==> src/rtl/nvmri_pkg.sv <==
// Package for the flash reset initialisation sequencer and address map
package nvmri_pkg;

    // ----------------------------------------
    // Register offsets (byte index on the register port)
    // ----------------------------------------
    localparam logic [3:0] NVMRI_ADDR_STATUS = 4'h0;
    localparam logic [3:0] NVMRI_ADDR_FLASH_PROT = 4'h1;
    localparam logic [3:0] NVMRI_ADDR_EE_PROT = 4'h2;
    localparam logic [3:0] NVMRI_ADDR_OPTION = 4'h3;
    localparam logic [3:0] NVMRI_ADDR_SECURITY = 4'h4;
    localparam logic [3:0] NVMRI_ADDR_CONFIG = 4'h5;
    localparam logic [3:0] NVMRI_ADDR_COMMAND = 4'h6;
    localparam logic [3:0] NVMRI_ADDR_IRQ_STAT = 4'h7;
    localparam logic [3:0] NVMRI_ADDR_IRQ_MASK = 4'h8;

    // ----------------------------------------
    // Field positions
    // ----------------------------------------
    localparam int NVMRI_BIT_DONE_FLAG = 7;
    localparam int NVMRI_BIT_VFLT_HI = 1;
    localparam int NVMRI_BIT_VFLT_LO = 0;
    localparam int NVMRI_BIT_IRQ_DONE = 0;
    localparam int NVMRI_BIT_IRQ_DBL = 1;
    localparam int NVMRI_BIT_IRQ_ABORT = 2;
    localparam int NVMRI_BIT_IRQ_REJ = 3;

    // ----------------------------------------
    // Built-in fallback values: fully protected and secured
    // ----------------------------------------
    localparam logic [7:0] NVMRI_DEF_FLASH_PROT = 8'h00;
    localparam logic [7:0] NVMRI_DEF_EE_PROT = 8'h00;
    localparam logic [7:0] NVMRI_DEF_OPTION = 8'h00;
    localparam logic [7:0] NVMRI_DEF_SECURITY = 8'h00;
    localparam logic [7:0] NVMRI_DEF_CONFIG = 8'h00;
    localparam logic [7:0] NVMRI_RST_BYTE = 8'h00;

    // ----------------------------------------
    // Load sequence and counts
    // ----------------------------------------
    localparam logic [2:0] NVMRI_LOAD_WORDS = 3'h5;
    localparam logic [2:0] NVMRI_HOLD_WORDS = 3'h2;

    // ----------------------------------------
    // Flash map
    // ----------------------------------------
    localparam int NVMRI_SECTOR_BYTES = 512;
    localparam int NVMRI_SECT_BITS = 7;
    localparam logic [6:0] NVMRI_SECT_LAST_NA = 7'h07;
    localparam logic [6:0] NVMRI_SECT_PART = 7'h08;
    localparam logic [6:0] NVMRI_SECT_HOLE = 7'h18;
    localparam logic [8:0] NVMRI_PART_FIRST_OFS = 9'h040;
    localparam logic [15:0] NVMRI_SMALL_BASE = 16'h8000;

    // ----------------------------------------
    // Sequencer states
    // ----------------------------------------
    typedef enum logic [2:0] {
        NVMRI_ST_HOLD = 3'b000,
        NVMRI_ST_LOAD = 3'b001,
        NVMRI_ST_DONE = 3'b010,
        NVMRI_ST_BUSY = 3'b011
    } nvmri_state_t;

endpackage

==> src/rtl/nvmri_top.sv <==
// Flash and EEPROM reset initialisation sequencer with flash address map
//
// Implementation choices: the register addresses and the strobed register port.
`timescale 1ns/10ps
// Summary of operation
// - Every reset runs a sequence loading config, both protections, option and security bytes.
// - Any load error makes all loaded values fall back to fully protected and secured defaults.
// - A double-bit fault during the sequence sets both verify fault status bits.
// - The command complete flag stays low for the whole sequence.
// - The flag goes high when the sequence ends, which lets user commands in.
// - CPU access is stalled early in the sequence and array reads are served after that.
// - A reset only clears a pending launch pulse; nothing tells the command engine to abort a program or erase.
// - Large size: flash is decoded across the full 16-bit range 0x0000 to 0xffff.
// - Flash under RAM, EEPROM or register windows is not reachable; the other resource wins.
// - The large size has 128 sectors of 512 bytes.
// - Large size: sectors 0 to 7 and 24 are unusable, sector 8 only its last 448 bytes.
// - The small size has 64 sectors of 512 bytes, all usable.
// - The small size sits from 0x8000 upward as sectors 64 to 127.
module nvmri_top
(
    // Clock and reset
    input wire logic ref_clk,
    input wire logic rstn,
    // Configuration: 1 selects the 64 KB array
    input wire logic large_array,
    // Nonvolatile fetch port
    output logic nv_req,
    output logic [2:0] nv_index,
    input wire logic nv_valid,
    input wire logic [7:0] nv_data,
    input wire logic nv_error,
    input wire logic nv_dbl_fault,
    // Command engine
    output logic cmd_launch,
    input wire logic cmd_active,
    // CPU memory bus decode
    input wire logic [15:0] cpu_addr,
    input wire logic cpu_req,
    input wire logic other_hit,
    output logic cpu_stall,
    output logic flash_sel,
    output logic [6:0] flash_sector,
    // Register port
    input wire logic [3:0] reg_addr,
    input wire logic [7:0] reg_wdata,
    input wire logic reg_wr,
    input wire logic reg_rd,
    output logic [7:0] reg_rdata,
    // Interrupt
    output logic irq
);

    // ----------------------------------------
    // State
    // ----------------------------------------
    nvmri_pkg::nvmri_state_t state_reg, state_next;
    logic [2:0] idx_reg, idx_next;
    logic err_reg, err_next;
    logic [7:0] flash_protection_reg, flash_protection_next;
    logic [7:0] eeprom_protection_reg, eeprom_protection_next;
    logic [7:0] nonvolatile_option_reg, nonvolatile_option_next;
    logic [7:0] security_setting_reg, security_setting_next;
    logic [7:0] cfg_reg, cfg_next;
    logic command_complete_flag_reg, command_complete_flag_next;
    logic [1:0] vflt_reg, vflt_next;
    logic req_reg, req_next;
    logic stall_reg, stall_next;
    logic launch_reg, launch_next;
    logic sel_reg, sel_next;
    logic [6:0] sect_reg, sect_next;
    logic [7:0] rdata_reg, rdata_next;
    logic [3:0] ist_reg, ist_next;
    logic [3:0] imask_reg, imask_next;
    logic irq_reg, irq_next;

    logic [6:0] sect;
    logic [8:0] sofs;
    logic usable;
    logic [3:0] ev;
    logic cmd_wr;

    // ----------------------------------------
    // Flash map
    // ----------------------------------------
    always_comb
    begin
        sect = cpu_addr[15:9];
        sofs = cpu_addr[8:0];
        if (large_array)
        begin
            if (sect <= nvmri_pkg::NVMRI_SECT_LAST_NA || sect == nvmri_pkg::NVMRI_SECT_HOLE)
                usable = 1'b0;
            else if (sect == nvmri_pkg::NVMRI_SECT_PART)
                usable = sofs >= nvmri_pkg::NVMRI_PART_FIRST_OFS;
            else
                usable = 1'b1;
        end
        else
        begin
            usable = cpu_addr >= nvmri_pkg::NVMRI_SMALL_BASE;
        end
    end

    // ----------------------------------------
    // Next state
    // ----------------------------------------
    always_comb
    begin
        state_next = state_reg;
        idx_next = idx_reg;
        err_next = err_reg;
        flash_protection_next = flash_protection_reg;
        eeprom_protection_next = eeprom_protection_reg;
        nonvolatile_option_next = nonvolatile_option_reg;
        security_setting_next = security_setting_reg;
        cfg_next = cfg_reg;
        command_complete_flag_next = command_complete_flag_reg;
        vflt_next = vflt_reg;
        req_next = 1'b0;
        launch_next = 1'b0;
        rdata_next = nvmri_pkg::NVMRI_RST_BYTE;
        imask_next = imask_reg;
        ev = 4'h0;
        cmd_wr = reg_wr && reg_addr == nvmri_pkg::NVMRI_ADDR_COMMAND;
        // Stall lags the load index by one cycle
        stall_next = (state_reg == nvmri_pkg::NVMRI_ST_HOLD)
            || (state_reg == nvmri_pkg::NVMRI_ST_LOAD && idx_reg < nvmri_pkg::NVMRI_HOLD_WORDS);
        sel_next = cpu_req && usable && !other_hit && !stall_next;
        sect_next = sect;
        case (state_reg)
            nvmri_pkg::NVMRI_ST_HOLD:
            begin
                command_complete_flag_next = 1'b0;
                state_next = nvmri_pkg::NVMRI_ST_LOAD;
                idx_next = 3'h0;
                req_next = 1'b1;
            end
            nvmri_pkg::NVMRI_ST_LOAD:
            begin
                req_next = !nv_valid;
                // Word taken in the cycle it is valid
                if (nv_valid)
                begin
                    if (nv_dbl_fault)
                    begin
                        vflt_next = 2'b11;
                        ev[nvmri_pkg::NVMRI_BIT_IRQ_DBL] = 1'b1;
                    end
                    if (nv_error || nv_dbl_fault)
                        err_next = 1'b1;
                    case (idx_reg)
                        3'h0: cfg_next = nv_data;
                        3'h1: flash_protection_next = nv_data;
                        3'h2: eeprom_protection_next = nv_data;
                        3'h3: nonvolatile_option_next = nv_data;
                        default: security_setting_next = nv_data;
                    endcase
                    idx_next = 3'(idx_reg + 3'h1);
                    req_next = 1'b1;
                    if (idx_reg == 3'(nvmri_pkg::NVMRI_LOAD_WORDS - 3'h1))
                    begin
                        req_next = 1'b0;
                        state_next = nvmri_pkg::NVMRI_ST_DONE;
                        command_complete_flag_next = 1'b1;
                        ev[nvmri_pkg::NVMRI_BIT_IRQ_DONE] = 1'b1;
                        if (err_reg || nv_error || nv_dbl_fault)
                        begin
                            cfg_next = nvmri_pkg::NVMRI_DEF_CONFIG;
                            flash_protection_next = nvmri_pkg::NVMRI_DEF_FLASH_PROT;
                            eeprom_protection_next = nvmri_pkg::NVMRI_DEF_EE_PROT;
                            nonvolatile_option_next = nvmri_pkg::NVMRI_DEF_OPTION;
                            security_setting_next = nvmri_pkg::NVMRI_DEF_SECURITY;
                        end
                    end
                end
                if (cmd_wr)
                    ev[nvmri_pkg::NVMRI_BIT_IRQ_REJ] = 1'b1;
            end
            nvmri_pkg::NVMRI_ST_DONE:
            begin
                // Launch accepted only with the flag high
                if (cmd_wr)
                begin
                    launch_next = 1'b1;
                    command_complete_flag_next = 1'b0;
                    state_next = nvmri_pkg::NVMRI_ST_BUSY;
                end
            end
            nvmri_pkg::NVMRI_ST_BUSY:
            begin
                // Flag low: further launches refused
                if (cmd_wr)
                    ev[nvmri_pkg::NVMRI_BIT_IRQ_REJ] = 1'b1;
                // Engine idle again: flag returns
                if (!cmd_active && !launch_reg)
                begin
                    command_complete_flag_next = 1'b1;
                    state_next = nvmri_pkg::NVMRI_ST_DONE;
                end
            end
            default:
            begin
                state_next = nvmri_pkg::NVMRI_ST_HOLD;
            end
        endcase
        if (reg_wr && reg_addr == nvmri_pkg::NVMRI_ADDR_IRQ_MASK)
            imask_next = reg_wdata[3:0];
        if (reg_rd)
        begin
            if (reg_addr == nvmri_pkg::NVMRI_ADDR_STATUS)
                rdata_next = {command_complete_flag_reg, 5'h00, vflt_reg};
            else if (reg_addr == nvmri_pkg::NVMRI_ADDR_FLASH_PROT)
                rdata_next = flash_protection_reg;
            else if (reg_addr == nvmri_pkg::NVMRI_ADDR_EE_PROT)
                rdata_next = eeprom_protection_reg;
            else if (reg_addr == nvmri_pkg::NVMRI_ADDR_OPTION)
                rdata_next = nonvolatile_option_reg;
            else if (reg_addr == nvmri_pkg::NVMRI_ADDR_SECURITY)
                rdata_next = security_setting_reg;
            else if (reg_addr == nvmri_pkg::NVMRI_ADDR_CONFIG)
                rdata_next = cfg_reg;
            else if (reg_addr == nvmri_pkg::NVMRI_ADDR_IRQ_STAT)
                rdata_next = {4'h0, ist_reg};
            else if (reg_addr == nvmri_pkg::NVMRI_ADDR_IRQ_MASK)
                rdata_next = {4'h0, imask_reg};
            else
                rdata_next = nvmri_pkg::NVMRI_RST_BYTE;
        end
        // Read clears, a new event in the same cycle wins
        if (reg_rd && reg_addr == nvmri_pkg::NVMRI_ADDR_IRQ_STAT)
            ist_next = ev;
        else
            ist_next = ist_reg | ev;
        irq_next = |(ist_next & imask_next);
    end

    // ----------------------------------------
    // Registers
    // ----------------------------------------
    always_ff @(posedge ref_clk)
    begin
        if (!rstn)
        begin
            // Reset clears the launch pulse and restarts the state; a command already running in the engine is not stopped
            state_reg <= nvmri_pkg::NVMRI_ST_HOLD;
            idx_reg <= 3'h0;
            err_reg <= 1'b0;
            // Fallback values until each word of the load is taken
            flash_protection_reg <= nvmri_pkg::NVMRI_DEF_FLASH_PROT;
            eeprom_protection_reg <= nvmri_pkg::NVMRI_DEF_EE_PROT;
            nonvolatile_option_reg <= nvmri_pkg::NVMRI_DEF_OPTION;
            security_setting_reg <= nvmri_pkg::NVMRI_DEF_SECURITY;
            cfg_reg <= nvmri_pkg::NVMRI_DEF_CONFIG;
            command_complete_flag_reg <= 1'b0;
            vflt_reg <= 2'b00;
            req_reg <= 1'b0;
            stall_reg <= 1'b1;
            launch_reg <= 1'b0;
            sel_reg <= 1'b0;
            sect_reg <= 7'h00;
            rdata_reg <= nvmri_pkg::NVMRI_RST_BYTE;
            ist_reg <= 4'h0;
            imask_reg <= 4'h0;
            irq_reg <= 1'b0;
        end
        else
        begin
            state_reg <= state_next;
            idx_reg <= idx_next;
            err_reg <= err_next;
            flash_protection_reg <= flash_protection_next;
            eeprom_protection_reg <= eeprom_protection_next;
            nonvolatile_option_reg <= nonvolatile_option_next;
            security_setting_reg <= security_setting_next;
            cfg_reg <= cfg_next;
            command_complete_flag_reg <= command_complete_flag_next;
            vflt_reg <= vflt_next;
            req_reg <= req_next;
            stall_reg <= stall_next;
            launch_reg <= launch_next;
            sel_reg <= sel_next;
            sect_reg <= sect_next;
            rdata_reg <= rdata_next;
            ist_reg <= ist_next;
            imask_reg <= imask_next;
            irq_reg <= irq_next;
        end
    end

    // ----------------------------------------
    // Outputs
    // ----------------------------------------

    assign nv_req = req_reg;
    assign nv_index = idx_reg;
    assign cmd_launch = launch_reg;
    assign cpu_stall = stall_reg;
    assign flash_sel = sel_reg;
    assign flash_sector = sect_reg;
    assign reg_rdata = rdata_reg;
    assign irq = irq_reg;

endmodule

==> config.mk <==
export PLATFORM = sky130hd
export DESIGN_NAME = nvmri_top
export DESIGN_NICKNAME = d
export VERILOG_FILES = /design/src/rtl/nvmri_pkg.sv /design/src/rtl/nvmri_top.sv
export SDC_FILE = /design/constraint.sdc
export NUM_CORES = 1
export LEC_CHECK = 0
export BUFFER_PORTS_ARGS = -buffer_cell sky130_fd_sc_hd__clkbuf_2
export CORE_ASPECT_RATIO = 0.9
export CORE_MARGIN = 2
export CORE_UTILIZATION = 35
export CTS_BUF_LIST = sky130_fd_sc_hd__clkbuf_2
export DETAILED_ROUTE_END_ITERATION = 10
export PLACE_DENSITY = 0.54
export SLEW_MARGIN = 25
export SYNTH_ARGS = -nofsm -noshare
export SYNTH_HDL_FRONTEND = slang
export SYNTH_SLANG_ARGS = --single-unit
==> constraint.sdc <==
create_clock -name ref_clk -period 1.97 [get_ports ref_clk]
set_input_delay 0.197 -clock ref_clk [delete_from_list [all_inputs] [get_ports ref_clk]]
set_output_delay 0.197 -clock ref_clk [all_outputs]
set_load 0.005 [all_outputs]
==> results.yml, run 1 <==
synthesis:
  synth_edf_count: 0
  ys.flop_type: "dfxtp_1"
  synth_commonest_cells: "dfxtp_1 (76), nand2_1 (58), a21oi_1 (46)"
  synth_top_area_frac: 0.451
  ys_warn_count: 0
  syn_inst: 392
  yosysTopAreaCell: "dfxtp_1"
  avgSynthCellArea_um2: 8.61
  synth_most_common_cell: "dfxtp_1"
  synth_fp_nets: 444
  synth_area_leaders: "dfxtp_1 (45%), a21oi_1 (6.8%), nand2_1 (6.5%)"
  ys_ff_latch: 76
  synth_area_um2: 3370
  postSynth.asyncResetShare: 0
  ys_seq_area_frac: 0.451
  ys_types: 49
worst_hold_path:
  min_path_type: "input pin to flop"
  worstHoldStart: "nv_valid"
drt:
  drtAntennaViolNets: 0
  dr.first_iter.drc_count: 133
  num_vias: 3012
  wl_um: 8620
  drtPass1Iterations: 4
  wl_per_cell_um: 14.2
  vias_per_cell: 4.96
  drc: 0
power_and_ir_drop:
  intPower_mw: 2.01
  vdd_drop_max_v: 0.000222
  clockPowerShare: 0.306
  total_power_mw: 2.76
  pwr-share-comb: 0.118
  power.switching_mw: 0.744
  seqPwrFrac: 0.576
  p_leak_nw: 1.75
  p_sw_frac: 0.270
  powerDensity_nw_per_um2: 656
final_layout:
  syn2layout_area_growth_pct: 24.7
  layout.nets: 532
  drive_gt1_frac: 0.200
  diodes: 0
  nFillCells: 959
grt:
  grtUsageMet2: 0.256
  met1_usage: 0.246
  grt_max_degree: 41
  busiest_layer: "met2"
  overflow: 0
  grt_pass1_wl_um: 14000
  antenna_found_initial: 0
  grt_use_met3: 0.0476
  grt_pass1_vias: 2783
  grt_usage: 0.172
critical_path:
  cp-startpoint: "state_reg[1]$_SDFFE_PN0P_"
  critPathArrivalTime_ps: 2300
  required_ps: 2450
  critPathKind: "flop to flop"
  rr_startpoint: "state_reg[1]$_SDFFE_PN0P_"
  critPathLaunchType: "flop"
  path_max_fanout: 7
  crit_path_end_kind: "flop"
sta:
  drv_slew: 0
  tightest_slew_ps: 578
  setup_violations: 0
  finalCriticalPeriod_ps: 1810
  rsz0062_at_grt: "no"
  max_freq_ghz: 0.552
  finalClockSkew_ps: 23.6
  relSlewSlack: 0.615
  hold_viol: 0
  setup-tns-final_ps: 0
  fin_crit_sh: 0.920
clock_tree:
  clock_latency_ps: 520
  cts_tree: "yes"
  cts_num_sinks: 76
  cts_buffer_depth: 2
  htree_levels: 3
  cts_root_buffer: "clkbuf_2"
  clk_pin_slew_ps: 210
  numCtsBuffers: 9
floorplan:
  rows: 33
  ios: 70
  die_w_um: 108
  coreArea_um2: 9250
  die_h_um: 97.2
  dieArea_um2: 10400
  initial_core_util: 0.365
placement:
  dpl.hpwl_um: 6360
  gp_congestion: 0.762
  io_buffers: 59
run:
  timing.max_cap.violations: 0
status:
  status: "complete, no violations"
area by class of cell:
cell class | count | area, µm² | area share
clock buffers | 10 | 50.0 | 0.0119
clock inverters | 6 | 65.1 | 0.0155
inverters | 11 | 41.3 | 0.00982
multi-input cells | 283 | 1700 | 0.405
flip-flops and latches | 76 | 1520 | 0.362
well taps | 122 | 153 | 0.0363
repair buffers | 99 | 673 | 0.160
placed cells by master (no fill, tap or decap), types with 2 or more instances in the layout:
cell type / n
nand3_1: 25
mux2i_1: 21
nand4_1: 2
a32oi_1: 4
clkbuf_2: 69
buf_4: 13
o21a_1: 3
o22a_1: 4
and3_1: 3
dlygate4sd3_1: 26
dfxtp_1: 75
o22ai_1: 6
ha_1: 5
nand2b_1: 7
o211ai_1: 2
nand2_1: 58
nor2b_1: 9
a21oi_1: 46
and2_1: 10
nor3_1: 5
clkinvlp_4: 3
inv_1: 11
o31ai_1: 2
a21boi_0: 2
a22oi_1: 6
and2b_1: 5
nor2_1: 26
o21ai_0: 11
per-stage QoR:
stage / std cells / setup slack [ps] / util / hold WS [ps] / area (µm²)
2_1_floorplan: 392 / 370 / - / 285 / 3370
3_3_place_gp: 565 / 333 / 0.414 / 371 / 3830
3_5_place_dp: 565 / 313 / 0.414 / 374 / 3830
4_1_cts: 607 / 153 / 0.455 / 59.2 / 4200
5_1_grt: 607 / 29.2 / 0.455 / 96.3 / 4210
6_report: 607 / 158 / 0.455 / 96.1 / 4210
critical path: stages, from the launching register on:
cell and delay [ps]:
dfxtp_1 500, inv_1 180, nand2_1 90, nand2_1 60
a2111oi_1 360, dlygate4sd3_1 590
power groups by stage:
stage	Combinational (mW)	Sequential [mW]	Clock [mW]
floorplan	0.167	1.62	0
global placement	0.284	1.62	0
detailed placement	0.286	1.62	0
CTS	0.325	1.59	0.876
global route	0.361	1.59	0.946
finish	0.325	1.59	0.844
per-layer routing:
metal | share of wire | up-vias | routed length (µm)
li1 | - | 1545 | -
met4 | 0.011 | 0 | 94
met5 | 0 | - | 0
met3 | 0.049 | 7 | 419
met1 | 0.49 | 1403 | 4210
met2 | 0.45 | 57 | 3890
cell families (layout without fill, tap and decap cells):
group	after synthesis	after routing	share of synthesized area
flip-flops	76	76	0.451
AO/OA/AOI/OAI	95	95	0.172
buffers and inverters	33	126	0.0493
AND/OR/NAND/NOR	162	162	0.247
multiplexers	21	21	0.0623
adder cells (fa/ha/maj)	5	5	0.0185
final timing paths:
kind / endpoint / slack (ps) / depth (start not counted)
worst max-delay path: flash_sel$_SDFF_PN0_ / 160 / 5
worst min-delay path: nv_req$_SDFF_PN0_ / 100 / 4
worst max register to register: flash_sel$_SDFF_PN0_ / 160 / 5
worst min register to register: flash_protection_reg[1]$_SDFFE_PN0P_ / 470 / 2
what timing repair did:
item,in CTS,in global routing
hold endpoints to repair,57,0
endpoints found under the setup margin,0,1
buffers inserted,0,0
hold buffers,26,0
resized for setup,0,2
Power figures use the tool's default switching activity.
==> inputs of run 2 (changes only) <==
Settings changed: CORE_MARGIN 2 to default.
==> run 2 against run 1 <==
  * Sequential share of layout area increased by 0.18 points
  * Cell count is 0.66% lower
  * Critical path type is now input pin to flop
  * Die area is 3.9% lower
  * Largest cell class unchanged
==> results.yml, run 2 (synthesis gave the netlist of run 1 again) <==
final_layout:
  diodes: 0
  drive_gt1_frac: 0.200
  final_common_cell: "dfxtp_1"
  utilization: 0.452
  layout.nets: 528
  fin_cells: 603
  layout_common_cells: "dfxtp_1 (76), clkbuf_2 (70), nand2_1 (58)"
  syn2layout_area_growth_pct: 24.0
  post-route-cell-area_um2: 4180
clock_tree:
  cts_root_buffer: "clkbuf_2"
  htree_levels: 3
  cts_buffer_depth: 2
  cts_tree: "yes"
  clock_latency_ps: 500
  clk_pin_slew_ps: 200
  numCtsBuffers: 9
  cts_num_sinks: 76
drt:
  vias_per_cell: 4.93
  drtAntennaViolNets: 0
  wl_per_cell_um: 14.2
  drc: 0
  dr.first_iter.drc_count: 168
  wl_um: 8560
  drtPass1Iterations: 4
  num_vias: 2973
placement:
  io_buffers: 59
  dpl.hpwl_um: 6260
  place_inst: 565
  gp_congestion: 0.750
  place_area_um2: 3830
floorplan:
  die_h_um: 95.2
  rows: 33
  ios: 70
  dieArea_um2: 10000
  die_w_um: 106
  coreArea_um2: 9250
  initial_core_util: 0.365
critical_path:
  critPathKind: "input pin to flop"
  reg2reg_depth: 5
  cp_num_cells: 8
  cp_common_cell: "dlygate4sd3_1"
  path_delay_family: "buffers and inverters"
  crit_path_end_kind: "flop"
  required_ps: 2370
  critPathLaunchType: "input pin"
  cp_slowest_stage_delay_ps: 560
  slowest_stage: "dlygate4sd3_1"
  cp_cell_sequence: "dlygate4sd3_1 -> clkbuf_2 -> buf_4 -> nor2_2 -> nand2_1 -> o211ai_1 -> nor4_1 -> dlygate4sd3_1"
  path_buf_inv: 4
  path_max_fanout: 10
  critPathArrivalTime_ps: 2300
grt:
  antenna_found_initial: 0
  grt_pass1_wl_um: 13800
  grt_pass1_vias: 2806
  grt_max_degree: 41
  grt_usage: 0.177
  overflow: 0
sta:
  setup_violations: 0
  fin_crit_sh: 0.964
  setup-tns-final_ps: 0
  hold_viol: 0
  tightest_slew_ps: 587
  finalClockSkew_ps: 27.3
  relSlewSlack: 0.609
  rsz0062_at_grt: "no"
  drv_slew: 0
  max_freq_ghz: 0.527
  finalCriticalPeriod_ps: 1900
power_and_ir_drop:
  clockPowerShare: 0.334
  power.switching_mw: 0.727
  intPower_mw: 2.14
  powerDensity_nw_per_um2: 686
  p_leak_nw: 1.75
  vdd_drop_max_v: 0.000249
  seqPwrFrac: 0.554
  pwr-share-comb: 0.112
  p_sw_frac: 0.253
worst_hold_path:
  hold_depth: 3
  min_path_type: "input pin to flop"
status:
  status: "complete, no violations"
run:
  timing.max_cap.violations: 0
## run 2: cell count changes in the layout (fill, tap and decap cells not counted)
cell           delta
dlygate4sd3_1     -4
clkinvlp_4        -3
a2111oi_0         +1
a2111oi_1         -1
bufinv_16         +1
clkbuf_2          +1
clkinv_1          +1
dfxtp_1           +1
dfxtp_2           -1
nor2_1            -1
nor2_2            +1
## run 2: metal layers
layer	global-route usage	wire [µm]	up-vias
met5	0	0	-
met3	0.0253	344	11
met4	0.0694	131	0
met1	0.250	4300	1359
li1	-	-	1540
met2	0.274	3780	63
## run 2: worst reg2reg max path: cells and delay by family (launching register included)
family | cells | cell delay [ps]
flip-flops | 1 | 560
buffers and inverters | 1 | 590
AND/OR/NAND/NOR | 2 | 150
AO/OA/AOI/OAI | 2 | 530
## run 2: path summary, 6_finish.rpt
path | start | endpoint | slack, ps
setup / recovery | reg_addr[3] | reg_rdata[7]$_SDFF_PN0_ | 70
hold / removal | reg_wdata[1] | imask_reg[1]$_SDFF_PN0_ | 50
setup reg to reg | state_reg[0]$_SDFFE_PN0P_ | flash_sel$_SDFF_PN0_ | 110
hold reg to reg | cfg_reg[1]$_SDFFE_PN0P_ | cfg_reg[1]$_SDFFE_PN0P_ | 470
## run 2: repair_timing
item | 4_1_cts | 5_1_grt
endpoints found under the hold margin | 45 | 0
buffers inserted | 0 | 0
endpoints found under the setup margin | 0 | 1
gates resized for setup | 0 | 1
hold buffers | 22 | 0
## run 2: area by class of cell
class                      count  area [µm²]
clock buffer                  11        55.1
clock inverter                 5        76.3
fill                         985        5070
inverter                      11        41.3
multi-input combinational    283        1700
sequential                    76        1520
tap                          122         153
timing repair buffer          95         633
## run 2: power by group through the flow
stage                     registers [mW]  clock network (mW)  logic (mW)
final                               1.59               0.958       0.321
after global routing                1.59                1.05       0.354
after CTS                           1.59               0.993       0.320
after detailed placement            1.62                   0       0.287
after global placement              1.62                   0       0.285
after floorplan                     1.62                   0       0.167
## run 2: metrics by stage
stage | setup WS (ps) | power [mW] | hold slack, ps
floorplan | 370 | 1.78 | 285
global placement | 304 | 1.90 | 369
detailed placement | 277 | 1.91 | 375
CTS | 92.8 | 2.90 | 14.3
global route | 13.4 | 3.00 | 24.2
finish | 71.5 | 2.87 | 54.3
